--- src/hw/srcl_pkg.sv ---
// Purpose: constants and types for the serial rom configuration header loader
// Assumes: 48-byte configuration image, byte addressed rom, dword config indices
// Notes:   config offsets are held as dword indices (byte offset / 4)
`default_nettype none
package srcl_pkg;

    // ****************************************
    // image layout in the serial rom
    // ****************************************
    localparam int       SRCL_IMG_BYTES = 48;
    localparam logic [5:0] SRCL_IMG_LAST  = 6'h2f;
    localparam logic [5:0] SRCL_ROM_SEL   = 6'h00;
    localparam logic [5:0] SRCL_ROM_BAR1  = 6'h0c;
    localparam logic [5:0] SRCL_ROM_BAR2  = 6'h10;
    localparam logic [5:0] SRCL_ROM_BAR3  = 6'h14;
    localparam logic [5:0] SRCL_ROM_BAR4  = 6'h18;
    localparam logic [5:0] SRCL_ROM_BAR50 = 6'h1c;
    localparam logic [5:0] SRCL_ROM_SVID  = 6'h20;
    localparam logic [5:0] SRCL_ROM_SID   = 6'h22;
    localparam logic [5:0] SRCL_ROM_XPROM = 6'h24;
    localparam logic [5:0] SRCL_ROM_CAPP  = 6'h28;
    localparam logic [5:0] SRCL_ROM_PMNXT = 6'h29;
    localparam logic [5:0] SRCL_ROM_SCALE = 6'h2a;
    localparam logic [5:0] SRCL_ROM_D0    = 6'h2b;
    localparam logic [5:0] SRCL_ROM_D3    = 6'h2c;
    localparam logic [5:0] SRCL_ROM_D4    = 6'h2d;
    localparam logic [5:0] SRCL_ROM_D7    = 6'h2e;
    localparam logic [5:0] SRCL_ROM_VPNXT = 6'h2f;
    localparam logic [7:0] SRCL_SEL_BAR5  = 8'h00;
    localparam logic [7:0] SRCL_SEL_BAR0  = 8'h01;

    // ****************************************
    // configuration header, dword indices
    // ****************************************
    localparam logic [5:0] SRCL_CFG_BAR0  = 6'h04;
    localparam logic [5:0] SRCL_CFG_BAR1  = 6'h05;
    localparam logic [5:0] SRCL_CFG_BAR2  = 6'h06;
    localparam logic [5:0] SRCL_CFG_BAR3  = 6'h07;
    localparam logic [5:0] SRCL_CFG_BAR4  = 6'h08;
    localparam logic [5:0] SRCL_CFG_BAR5  = 6'h09;
    localparam logic [5:0] SRCL_CFG_SUBS  = 6'h0b;
    localparam logic [5:0] SRCL_CFG_XPROM = 6'h0c;
    localparam logic [5:0] SRCL_CFG_CAPP  = 6'h0d;
    localparam logic [5:0] SRCL_CFG_PM0   = 6'h10;
    localparam logic [5:0] SRCL_CFG_PMCTL = 6'h11;
    localparam logic [5:0] SRCL_CFG_VPD0  = 6'h12;
    localparam logic [5:0] SRCL_CFG_VPD1  = 6'h13;
    localparam logic [5:0] SRCL_CFG_HS    = 6'h14;
    localparam logic [7:0] SRCL_CAPID_PM  = 8'h01;
    localparam logic [7:0] SRCL_CAPID_VPD = 8'h03;
    localparam logic [7:0] SRCL_CAPID_HS  = 8'h06;
    localparam logic [7:0] SRCL_HS_NEXT   = 8'h00;
    localparam logic [15:0] SRCL_PM_CAPS  = 16'h0000;
    localparam logic [3:0] SRCL_DSEL_D0   = 4'h0;
    localparam logic [3:0] SRCL_DSEL_D3   = 4'h3;
    localparam logic [3:0] SRCL_DSEL_D4   = 4'h4;
    localparam logic [3:0] SRCL_DSEL_D7   = 4'h7;
    localparam logic [1:0] SRCL_PSTATE_RST = 2'h0;
    localparam logic [3:0] SRCL_DSEL_RST  = 4'h0;

    // ****************************************
    // apb register map
    // ****************************************
    localparam logic [11:0] SRCL_APB_CTRL = 12'h000;
    localparam logic [11:0] SRCL_APB_STAT = 12'h004;
    localparam int          SRCL_CTRL_RELOAD = 0;

    // ****************************************
    // types
    // ****************************************
    typedef enum logic [3:0] {
        SRCL_IDLE = 4'h1,
        SRCL_REQ  = 4'h2,
        SRCL_WAIT = 4'h4,
        SRCL_DONE = 4'h8
    } srcl_state_e;

    typedef struct packed {
        logic        valid;
        logic        wr;
        logic [5:0]  idx;
        logic [3:0]  be;
        logic [31:0] wdata;
    } srcl_cfg_req_s;

    typedef struct packed {
        logic       valid;
        logic [7:0] data;
    } srcl_rom_rsp_s;

endpackage

`default_nettype wire

--- src/hw/srcl_loader.sv ---
// Purpose: loads the configuration header image from serial rom, serves config reads
// Assumes: rom byte reader answers each request with one valid pulse; apb slave
// Notes:   config port answers one cycle after a request is taken
//
// Function
// after reset fetch image 00h-2Fh from rom before header is used
// rom byte 0Ch loads bits 7:0 of base address 1
// rom bytes 0Dh-0Fh load bits 31:8 of base address 1
// rom bytes 10h-13h load base address 2, low byte first
// rom bytes 14h-17h load base address 3, low byte first
// rom bytes 18h-1Bh load base address 4, low byte first
// rom byte 00h equal 00h: bytes 1Ch-1Fh load base address 5
// rom byte 00h equal 01h: bytes 1Ch-1Fh load base address 0
// rom bytes 20h/21h form subsystem vendor id at 2Ch
// rom bytes 22h/23h form subsystem id at 2Eh
// rom bytes 24h-27h form expansion rom base at 30h
// capabilities pointer at 34h comes from rom byte 28h
// three capabilities: ids 01h, 03h and 06h
// capabilities placed at 40h, 48h and 50h
// pointer 00h hides all three capabilities
// power management next pointer comes from rom byte 29h
// vpd next pointer comes from rom byte 2Fh
// hot swap next pointer is fixed zero
// rom byte 2Ah bits 6:5 give data scale in power management status 14:13
// data select 0h returns rom byte 2Bh at 47h
// data select 3h, 4h, 7h return rom bytes 2Ch, 2Dh, 2Eh
// rom programmer writes zero into reserved bytes from 30h
// read rom ascending after reset; retry config accesses until loaded
// other data select values return zero
`timescale 1ns/10ps
`default_nettype none

module srcl_loader (
    input  wire logic                   clk,
    input  wire logic                   sys_rst,
    input  wire srcl_pkg::srcl_cfg_req_s cfg_req,
    output var  logic                   cfg_ack,
    output var  logic                   cfg_retry,
    output var  logic [31:0]            cfg_rdata,
    output var  logic                   rom_rd_req,
    output var  logic [5:0]             rom_addr,
    input  wire srcl_pkg::srcl_rom_rsp_s rom_rsp,
    output var  logic                   load_done,
    input  wire logic [11:0]            paddr,
    input  wire logic                   psel,
    input  wire logic                   penable,
    input  wire logic                   pwrite,
    input  wire logic [31:0]            pwdata,
    input  wire logic [3:0]             pstrb,
    output var  logic [31:0]            prdata,
    output var  logic                   pready,
    output var  logic                   pslverr
);
    import srcl_pkg::*;

    // ****************************************
    // state
    // ****************************************
    srcl_state_e state_r;
    logic [7:0]  img_r [SRCL_IMG_BYTES];
    logic [5:0]  addr_r;
    logic        done_r;
    logic        reload_r;
    logic [1:0]  pstate_r;
    logic [3:0]  dsel_r;
    logic [31:0] rd_word;
    logic        cfg_take;
    logic        apb_hit;

    function automatic logic [31:0] img_word(input logic [5:0] base);
        img_word = {img_r[base + 6'h3], img_r[base + 6'h2],
                    img_r[base + 6'h1], img_r[base]};
    endfunction

    // ****************************************
    // rom fetch sequencer
    // ****************************************
    always_ff @(posedge clk or posedge sys_rst) begin
        if (sys_rst) begin
            state_r <= SRCL_IDLE;
            addr_r  <= 6'h00;
            done_r  <= 1'b0;
        end else begin
            unique case (state_r)
                SRCL_IDLE: begin
                    addr_r  <= 6'h00;
                    state_r <= SRCL_REQ;
                end
                SRCL_REQ: begin
                    state_r <= SRCL_WAIT;
                end
                SRCL_WAIT: begin
                    if (rom_rsp.valid) begin
                        if (addr_r == SRCL_IMG_LAST) begin
                            done_r  <= 1'b1;
                            state_r <= SRCL_DONE;
                        end else begin
                            addr_r  <= addr_r + 6'h01;
                            state_r <= SRCL_REQ;
                        end
                    end
                end
                SRCL_DONE: begin
                    // a reload re-runs the whole fetch; config answers retry meanwhile
                    if (reload_r) begin
                        done_r  <= 1'b0;
                        state_r <= SRCL_IDLE;
                    end
                end
            endcase
        end
    end

    always_ff @(posedge clk or posedge sys_rst) begin
        if (sys_rst) begin
            rom_rd_req <= 1'b0;
            rom_addr   <= 6'h00;
        end else begin
            rom_rd_req <= (state_r == SRCL_REQ);
            rom_addr   <= addr_r;
        end
    end

    // image bytes land in order; all rom-loaded header fields decode from this copy
    always_ff @(posedge clk or posedge sys_rst) begin
        if (sys_rst) begin
            for (int i = 0; i < SRCL_IMG_BYTES; i++) begin
                img_r[i] <= 8'h00;
            end
        end else if (state_r == SRCL_WAIT && rom_rsp.valid) begin
            img_r[addr_r] <= rom_rsp.data;
        end
    end

    // ****************************************
    // configuration header read decode
    // ****************************************
    always_comb begin
        rd_word = 32'h0000_0000;
        unique case (cfg_req.idx)
            SRCL_CFG_BAR0: begin
                if (img_r[SRCL_ROM_SEL] == SRCL_SEL_BAR0) begin
                    rd_word = img_word(SRCL_ROM_BAR50);
                end
            end
            SRCL_CFG_BAR1: rd_word = img_word(SRCL_ROM_BAR1);
            SRCL_CFG_BAR2: rd_word = img_word(SRCL_ROM_BAR2);
            SRCL_CFG_BAR3: rd_word = img_word(SRCL_ROM_BAR3);
            SRCL_CFG_BAR4: rd_word = img_word(SRCL_ROM_BAR4);
            SRCL_CFG_BAR5: begin
                if (img_r[SRCL_ROM_SEL] == SRCL_SEL_BAR5) begin
                    rd_word = img_word(SRCL_ROM_BAR50);
                end
            end
            SRCL_CFG_SUBS: begin
                rd_word = {img_r[SRCL_ROM_SID + 6'h1], img_r[SRCL_ROM_SID],
                           img_r[SRCL_ROM_SVID + 6'h1], img_r[SRCL_ROM_SVID]};
            end
            SRCL_CFG_XPROM: rd_word = img_word(SRCL_ROM_XPROM);
            SRCL_CFG_CAPP:  rd_word = {24'h00_0000, img_r[SRCL_ROM_CAPP]};
            SRCL_CFG_PM0: begin
                rd_word = {SRCL_PM_CAPS, img_r[SRCL_ROM_PMNXT], SRCL_CAPID_PM};
            end
            SRCL_CFG_PMCTL: begin
                rd_word = {pm_data(dsel_r), 8'h00, 1'b0,
                           img_r[SRCL_ROM_SCALE][6:5], dsel_r, 7'h00, pstate_r};
            end
            SRCL_CFG_VPD0: begin
                rd_word = {16'h0000, img_r[SRCL_ROM_VPNXT], SRCL_CAPID_VPD};
            end
            SRCL_CFG_HS: begin
                rd_word = {16'h0000, SRCL_HS_NEXT, SRCL_CAPID_HS};
            end
            default: rd_word = 32'h0000_0000;
        endcase
        // with no list head the capability block reads as empty space
        if (img_r[SRCL_ROM_CAPP] == 8'h00 && cfg_req.idx >= SRCL_CFG_PM0
                && cfg_req.idx <= SRCL_CFG_HS) begin
            rd_word = 32'h0000_0000;
        end
    end

    function automatic logic [7:0] pm_data(input logic [3:0] sel);
        unique case (sel)
            SRCL_DSEL_D0: pm_data = img_r[SRCL_ROM_D0];
            SRCL_DSEL_D3: pm_data = img_r[SRCL_ROM_D3];
            SRCL_DSEL_D4: pm_data = img_r[SRCL_ROM_D4];
            SRCL_DSEL_D7: pm_data = img_r[SRCL_ROM_D7];
            default:      pm_data = 8'h00;
        endcase
    endfunction

    // ****************************************
    // configuration access port
    // ****************************************
    // one answer per request: no new take while an answer pulse is out
    assign cfg_take = cfg_req.valid && !cfg_ack && !cfg_retry;

    always_ff @(posedge clk or posedge sys_rst) begin
        if (sys_rst) begin
            cfg_ack   <= 1'b0;
            cfg_retry <= 1'b0;
            cfg_rdata <= 32'h0000_0000;
        end else begin
            cfg_ack   <= cfg_take && done_r;
            cfg_retry <= cfg_take && !done_r;
            if (cfg_take && done_r && !cfg_req.wr) begin
                cfg_rdata <= rd_word;
            end
        end
    end

    // only the power state and data select fields take host writes
    always_ff @(posedge clk or posedge sys_rst) begin
        if (sys_rst) begin
            pstate_r <= SRCL_PSTATE_RST;
            dsel_r   <= SRCL_DSEL_RST;
        end else if (cfg_take && done_r && cfg_req.wr && cfg_req.idx == SRCL_CFG_PMCTL
                     && img_r[SRCL_ROM_CAPP] != 8'h00) begin
            if (cfg_req.be[0]) begin
                pstate_r <= cfg_req.wdata[1:0];
            end
            if (cfg_req.be[1]) begin
                dsel_r <= cfg_req.wdata[12:9];
            end
        end
    end

    always_ff @(posedge clk or posedge sys_rst) begin
        if (sys_rst) begin
            load_done <= 1'b0;
        end else begin
            load_done <= done_r;
        end
    end

    // ****************************************
    // apb slave
    // ****************************************
    // one wait state: pready rises in the second access cycle
    assign apb_hit = psel && penable && pready;

    always_ff @(posedge clk or posedge sys_rst) begin
        if (sys_rst) begin
            pready  <= 1'b0;
            pslverr <= 1'b0;
            prdata  <= 32'h0000_0000;
        end else begin
            pready  <= psel && penable && !pready;
            pslverr <= 1'b0;
            prdata  <= 32'h0000_0000;
            if (psel && penable && !pready) begin
                unique case (paddr)
                    SRCL_APB_CTRL: prdata <= 32'h0000_0000;
                    SRCL_APB_STAT: prdata <= {16'h0000, 2'b00, addr_r, 6'h00,
                                              (state_r != SRCL_DONE), done_r};
                    default:       pslverr <= 1'b1;
                endcase
            end
        end
    end

    // reload is a self-clearing command, seen only once loading is over
    always_ff @(posedge clk or posedge sys_rst) begin
        if (sys_rst) begin
            reload_r <= 1'b0;
        end else begin
            reload_r <= apb_hit && pwrite && paddr == SRCL_APB_CTRL && pstrb[0]
                        && pwdata[SRCL_CTRL_RELOAD];
        end
    end

    logic [5:0] last_req_r;
    always_ff @(posedge clk or posedge sys_rst) begin
        if (sys_rst) begin
            last_req_r <= 6'h00;
        end else if (rom_rd_req) begin
            last_req_r <= rom_addr;
        end
    end
endmodule

`default_nettype wire

--- config.mk ---
export PLATFORM = sky130hd
export DESIGN_NAME = srcl_loader
export DESIGN_NICKNAME = d
export VERILOG_FILES = /design/src/hw/srcl_pkg.sv /design/src/hw/srcl_loader.sv
export SDC_FILE = /design/constraint.sdc
export NUM_CORES = 1
export LEC_CHECK = 0
export BUFFER_PORTS_ARGS = -buffer_cell sky130_fd_sc_hd__buf_2
export CELL_PAD_IN_SITES_DETAIL_PLACEMENT = 1
export CELL_PAD_IN_SITES_GLOBAL_PLACEMENT = 2
export CORE_ASPECT_RATIO = 1.75
export CORE_MARGIN = 1
export CORE_UTILIZATION = 40
export DETAILED_ROUTE_END_ITERATION = 7
export PLACE_DENSITY = 0.83
export SLEW_MARGIN = 30
export SYNTH_ARGS = -nofsm -noshare
export SYNTH_HDL_FRONTEND = slang
export SYNTH_SLANG_ARGS = --single-unit
--- constraint.sdc ---
create_clock -name clk -period 12.8 [get_ports clk]
set_clock_uncertainty 0.2 [all_clocks]
set_input_delay 0.64 -clock clk [delete_from_list [all_inputs] [get_ports clk]]
set_output_delay 0.64 -clock clk [all_outputs]
set_load 0.05 [all_outputs]
# == Word level (Yosys, flattened, before mapping) ==
# Cells that the tools add are included.
# classes
multipliers,0
order_cmp,4
eq_ne,28
add_sub_neg,1
n_bitwise,1
shift,0
muxes,23
div_mod_pow,0
n_reduce_logical,37
# op_table
operator,n
32-bit case mux with 13 select lines,1
384-bit bitwise mux,1
32-bit 2-to-1 mux,3
8-bit demux with 6-bit select,1
8-bit case mux with 4 select lines,1
"6-bit by 4-bit == test with 1-bit output, second input constant",5
14-bit 2-to-1 mux,2
"6-bit by 3-bit == test with 1-bit output, second input constant",4
"6-bit by 5-bit == test with 1-bit output, second input constant",4
1-bit logical AND,19
8-bit logical NOT,2
4-bit case mux with 4 select lines,1
"12-bit by 3-bit == test with 1-bit output, second input constant",1
"4-bit by 3-bit == test with 1-bit output, second input constant",3
12-bit logical NOT,1
4-bit 2-to-1 mux,3
6-bit 2-to-1 mux,2
6-bit case mux with 2 select lines,1
"4-bit by 2-bit == test with 1-bit output, second input constant",2
"8-bit by 1-bit == test with 1-bit output, second input constant",1
8-bit 2-to-1 mux,1
"2-bit != test, second input constant",4
8-bit nonzero test,1
"7-bit greater-or-equal comparator, second input constant",1
18 further kinds,29
# word_totals
n_memories,0
output_inout_bits,76
in_bits,106
ff_bits,478
mem_bits_ro,0
elab_cells,157
mem_bits_rw,0
latchBits,0

# == Longest topological paths before layout ==
# logic_depth
depth_word,8
ltp_mapped,8
mapped_depth_nobuf,6

# == Worst setup path after synthesis ==
# No wires, ideal clock.
# synth_timing
path_type,input -> register
startpoint,input port cfg_req[41] (netlist name)
endpoint,register dsel_r[0]
required_ns,12.475
cell_stages,6
setup_ns,0.125
arrival_ns,2.256
path_slack_ns,10.219
n_path_buf,1
path_cell_list,clkbuf_1 or4b_2 nor3_1 and4_1 nand2_1 mux2_2
# synth_via
elab_chain_len,4
# synth_lines
element,line,text
start: declaration,srcl_loader.sv:36,"input wire srcl_pkg::srcl_cfg_req_s cfg_req,"
6-bit by 5-bit == test with 1-bit output,srcl_loader.sv:218,end else if (cfg_take && done_r && cfg_req.wr && cfg_req.idx == SRCL_CFG_PMCTL
1-bit logical AND,srcl_loader.sv:218,
1-bit logical AND,srcl_loader.sv:219,&& img_r[SRCL_ROM_CAPP] != 8'h00) begin
2-bit AND reduction (no line),-,
end signal: assignment,srcl_loader.sv:224,dsel_r <= cfg_req.wdata[12:9];
end: declaration,srcl_loader.sv:65,logic [3:0] dsel_r;
# Every way passes these cells.
# A chain may end at the register's enable or synchronous reset.

# == Worst setup path after layout ==
# layout_timing
startpoint,input port cfg_req[36] (netlist name)
endpoint,register cfg_rdata[29]
# layout_via
elab_chain_len,4
word_cells_on_any_way,19
cone_classes,2 x order compare; 13 x eq/ne; 2 x mux; 2 x reduce/logical
# layout_lines
element,line,text
6-bit by 5-bit greater-or-equal comparator with 1-bit output,srcl_loader.sv:177,if (img_r[SRCL_ROM_CAPP] == 8'h00 && cfg_req.idx >= SRCL_CFG_PM0
1-bit logical AND,srcl_loader.sv:177,
1-bit logical AND,srcl_loader.sv:178,&& cfg_req.idx <= SRCL_CFG_HS) begin
32-bit 2-to-1 mux *,srcl_loader.sv:177,
end signal: assignment,srcl_loader.sv:208,cfg_rdata <= rd_word;
end: declaration,srcl_loader.sv:39,"output var logic [31:0] cfg_rdata,"
# Every way passes the cells marked *; elsewhere a longest branch is shown, timed or not.

==> reports/qor.yml <==
syn_avg_cell_area_um2: 12.79
hold_class: "in -> async"
hold_slack_ns: -0.02498
slew_headroom_pct: 37.97
dp_hpwl_mm: 29.18
regArea_mm2: 0.009010
min_period_ns: 3.385
synth_cells: 1274
layout.nets: 1437
violations: "hold timing"
max_freq_mhz: 295.4
post_cts_resized: 0
grt_pass1_vias: 12080
rows: 97
clk_latency_ns: 0.53
ys_seq_elements: 360
n_antenna_cell: 0
num-fill-cells: 4183
dieArea_mm2: 0.04159
synth_area_leader_cell: "dfrtp_1"
synthesis.area_mm2: 0.01630
seq_area_frac_synth_pct: 55.28
port_buffers: 95
boundaryPins: 182
ys.flop_type: "dfrtp_1"
grt_overflow_total: 0
synth.area.top_cells: "dfrtp_1 (55%), mux2_2 (20%), mux2i_1 (2.6%), clkbuf_1 (1.9%), nand2_1 (1.7%)"
core-area_mm2: 0.04005
met2_usage_pct: 42.31
synthDistinctLibCells: 62
grt_pass1_wl_mm: 72.09
drtAntennaViolNets: 0
track_usage_pct: 22.73
cp.required_ns: 13.03
status: "complete, but fails checks"
drive_above_1_share_pct: 38.11
grt_max_degree: 160
p_leak_nw: 8.688
synth_top_area_share_pct: 55.12
routedWlPerCell_um: 24.46
multi_input_area_mm2: 0.006822
die_w_um: 154.6
r2r_slack_ns: 9.66
finalPower_mw: 2.434
h-tree-depth: 2
clkSinkCount: 360
drt_drc_violations_left: 0
hold_violations: 4
synth_edf_count: 0
start_util_pct: 40.69
grtUsageMet3_pct: 1.961
max-vdd-ir-drop_mv: 0.07763
cts_tree: "yes"
ys_warn_count: 0
rsz0062_at_grt: "no"
firstDrtPassIters: 5
powerDensity_mw_per_mm2: 133.3
totalWireLength_mm: 45.22
endpoint_kind: "flip-flop"
ys_async_sr_fraction_pct: 100.0
reg2reg_depth: 5
post-route-period-util_pct: 26.44
gp_congestion: 0.7646
post_cts_buffers: 0
drv_cap: 0
die_height_um: 269.0
r2r-end: "img_r[276]"
antenna_found_initial: 1
use_met1_pct: 26.63
dr_total_vias: 10680
stdcell_area_mm2: 0.01827
tightest_slew_ns: 0.9234
drt_iter0_markers: 597
timing.rr.start: "state_r[1]"
start_kind: "input port"
setup_viol: 0
clk_path_buf_depth: 3
clk_pin_slew_ns: 0.06
area_growth_pct: 12.07
grt_busiest_layer: "met2"
maxSlewViolCount: 0
path_max_fanout: 55
criticalPathCategory: "in -> reg"
vias_per_cell: 5.774
setup_tns_ns: 0
cts_root_buffer: "clkbuf_16"
crit_arrival_ns: 3.62
cts_buffers: 35
placed_area_mm2: 0.01711
holdBufCountCts: 0
==> flip-flops by register name, indices dropped and copies added (netlist names), 2 cells and up <==
register and cells:
pstate_r 2, prdata 8, cfg_rdata 32, dsel_r 4, state_r 4, img_r 290
addr_r 6, rom_addr 6
==> cell type report <==
class                   instances  share of cell area, %
clock inverters                12                 0.6645
multi-input cells             813                  37.35
repair buffers                112                  3.405
clock buffers                  49                  5.631
inverters                       8                 0.2329
well taps                     495                  3.391
flip-flops and latches        360                  49.33
==> Yosys cell counts (10+ instances only) <==
cell type / count
mux2_2: 295
nor2_2: 26
mux2i_1: 43
o21ai_0: 42
a21oi_1: 30
buf_4: 24
a22oi_1: 33
a2111oi_0: 11
nor2_1: 23
nor4_1: 10
a221oi_1: 16
a22o_1: 10
clkbuf_1: 81
nand2_1: 74
a211oi_1: 23
and2_1: 11
dfrtp_1: 359
o2bb2ai_1: 17
==> cells in the final DEF (no fill, tap or decap), drive strengths merged, types with 10 or more instances in the layout <==
cell type  count
a2111oi       11
a211oi        23
a21oi         30
a221oi        16
a22o          10
a22oi         33
and2          12
buf          112
clkbuf        49
conb          24
dfrtp        359
mux2         303
mux2i         43
nand2         75
nor2          50
nor4          10
o21ai         43
o2bb2ai       17
==> per-layer routing <==
layer / share of wire, % / vias up
met1: 39 / 5664
met5: 0 / -
li1: - / 4720
met3: 2.7 / 79
met4: 3.8 / 0
met2: 54 / 213
==> worst max-delay path by stage <==
stage,startpoint,endpoint,slack (ns),cells after the start
after floorplan,sys_rst,addr_r[0],1.97,1
after global placement,cfg_req[36],cfg_rdata[30],8.89,7
after detailed placement,cfg_req[36],cfg_rdata[30],8.88,7
after CTS,cfg_req[36],cfg_rdata[28],9.44,8
after global routing,cfg_req[36],cfg_rdata[28],9.24,8
final,cfg_req[36],cfg_rdata[29],9.42,8
==> where the power goes <==
part / total, mW / leakage, nW / switching, mW / internal [mW]
registers: 1.19 / 4.99 / 0.0257 / 1.16
clock network: 1.05 / 0.577 / 0.447 / 0.603
logic: 0.193 / 3.12 / 0.135 / 0.0584
total: 2.43 / 8.69 / 0.608 / 1.83
==> worst max-delay path: stages <==
cell	delay (ns)
buf_4	0.38
buf_4	0.71
and2_0	0.52
buf_4	0.41
a22oi_1	0.17
o2bb2ai_1	0.44
a2111oi_0	0.13
o21ai_0	0.20
==> logic make-up after synthesis <==
family                     Yosys count  synth area share, %
muxes                              346                23.76
and+or+nand+nor                    218                7.416
DFF                                360                55.28
other                                1              0.02301
buffers and inverters              124                3.501
xor gates and xnor gates             3               0.1612
AOI/OAI and AO/OA                  221                9.780
adders and majority gates            1              0.07676
==> through the flow <==
| step | util [%] | hold WS (ns) | cells | worst slack (ns) |
|---|---|---|---|---|
| after floorplan | - | 0.1519 | 1297 | 1.971 |
| after global placement | 42.70 | 0.2489 | 1788 | 8.887 |
| after detailed placement | 42.71 | 0.2554 | 1788 | 8.882 |
| after CTS | 45.58 | 0.1295 | 1849 | 9.438 |
| after global routing | 45.60 | 0.09541 | 1849 | 9.238 |
| final | 45.60 | -0.02498 | 1849 | 9.415 |
Note: power is estimated with default switching activity, not from simulation.
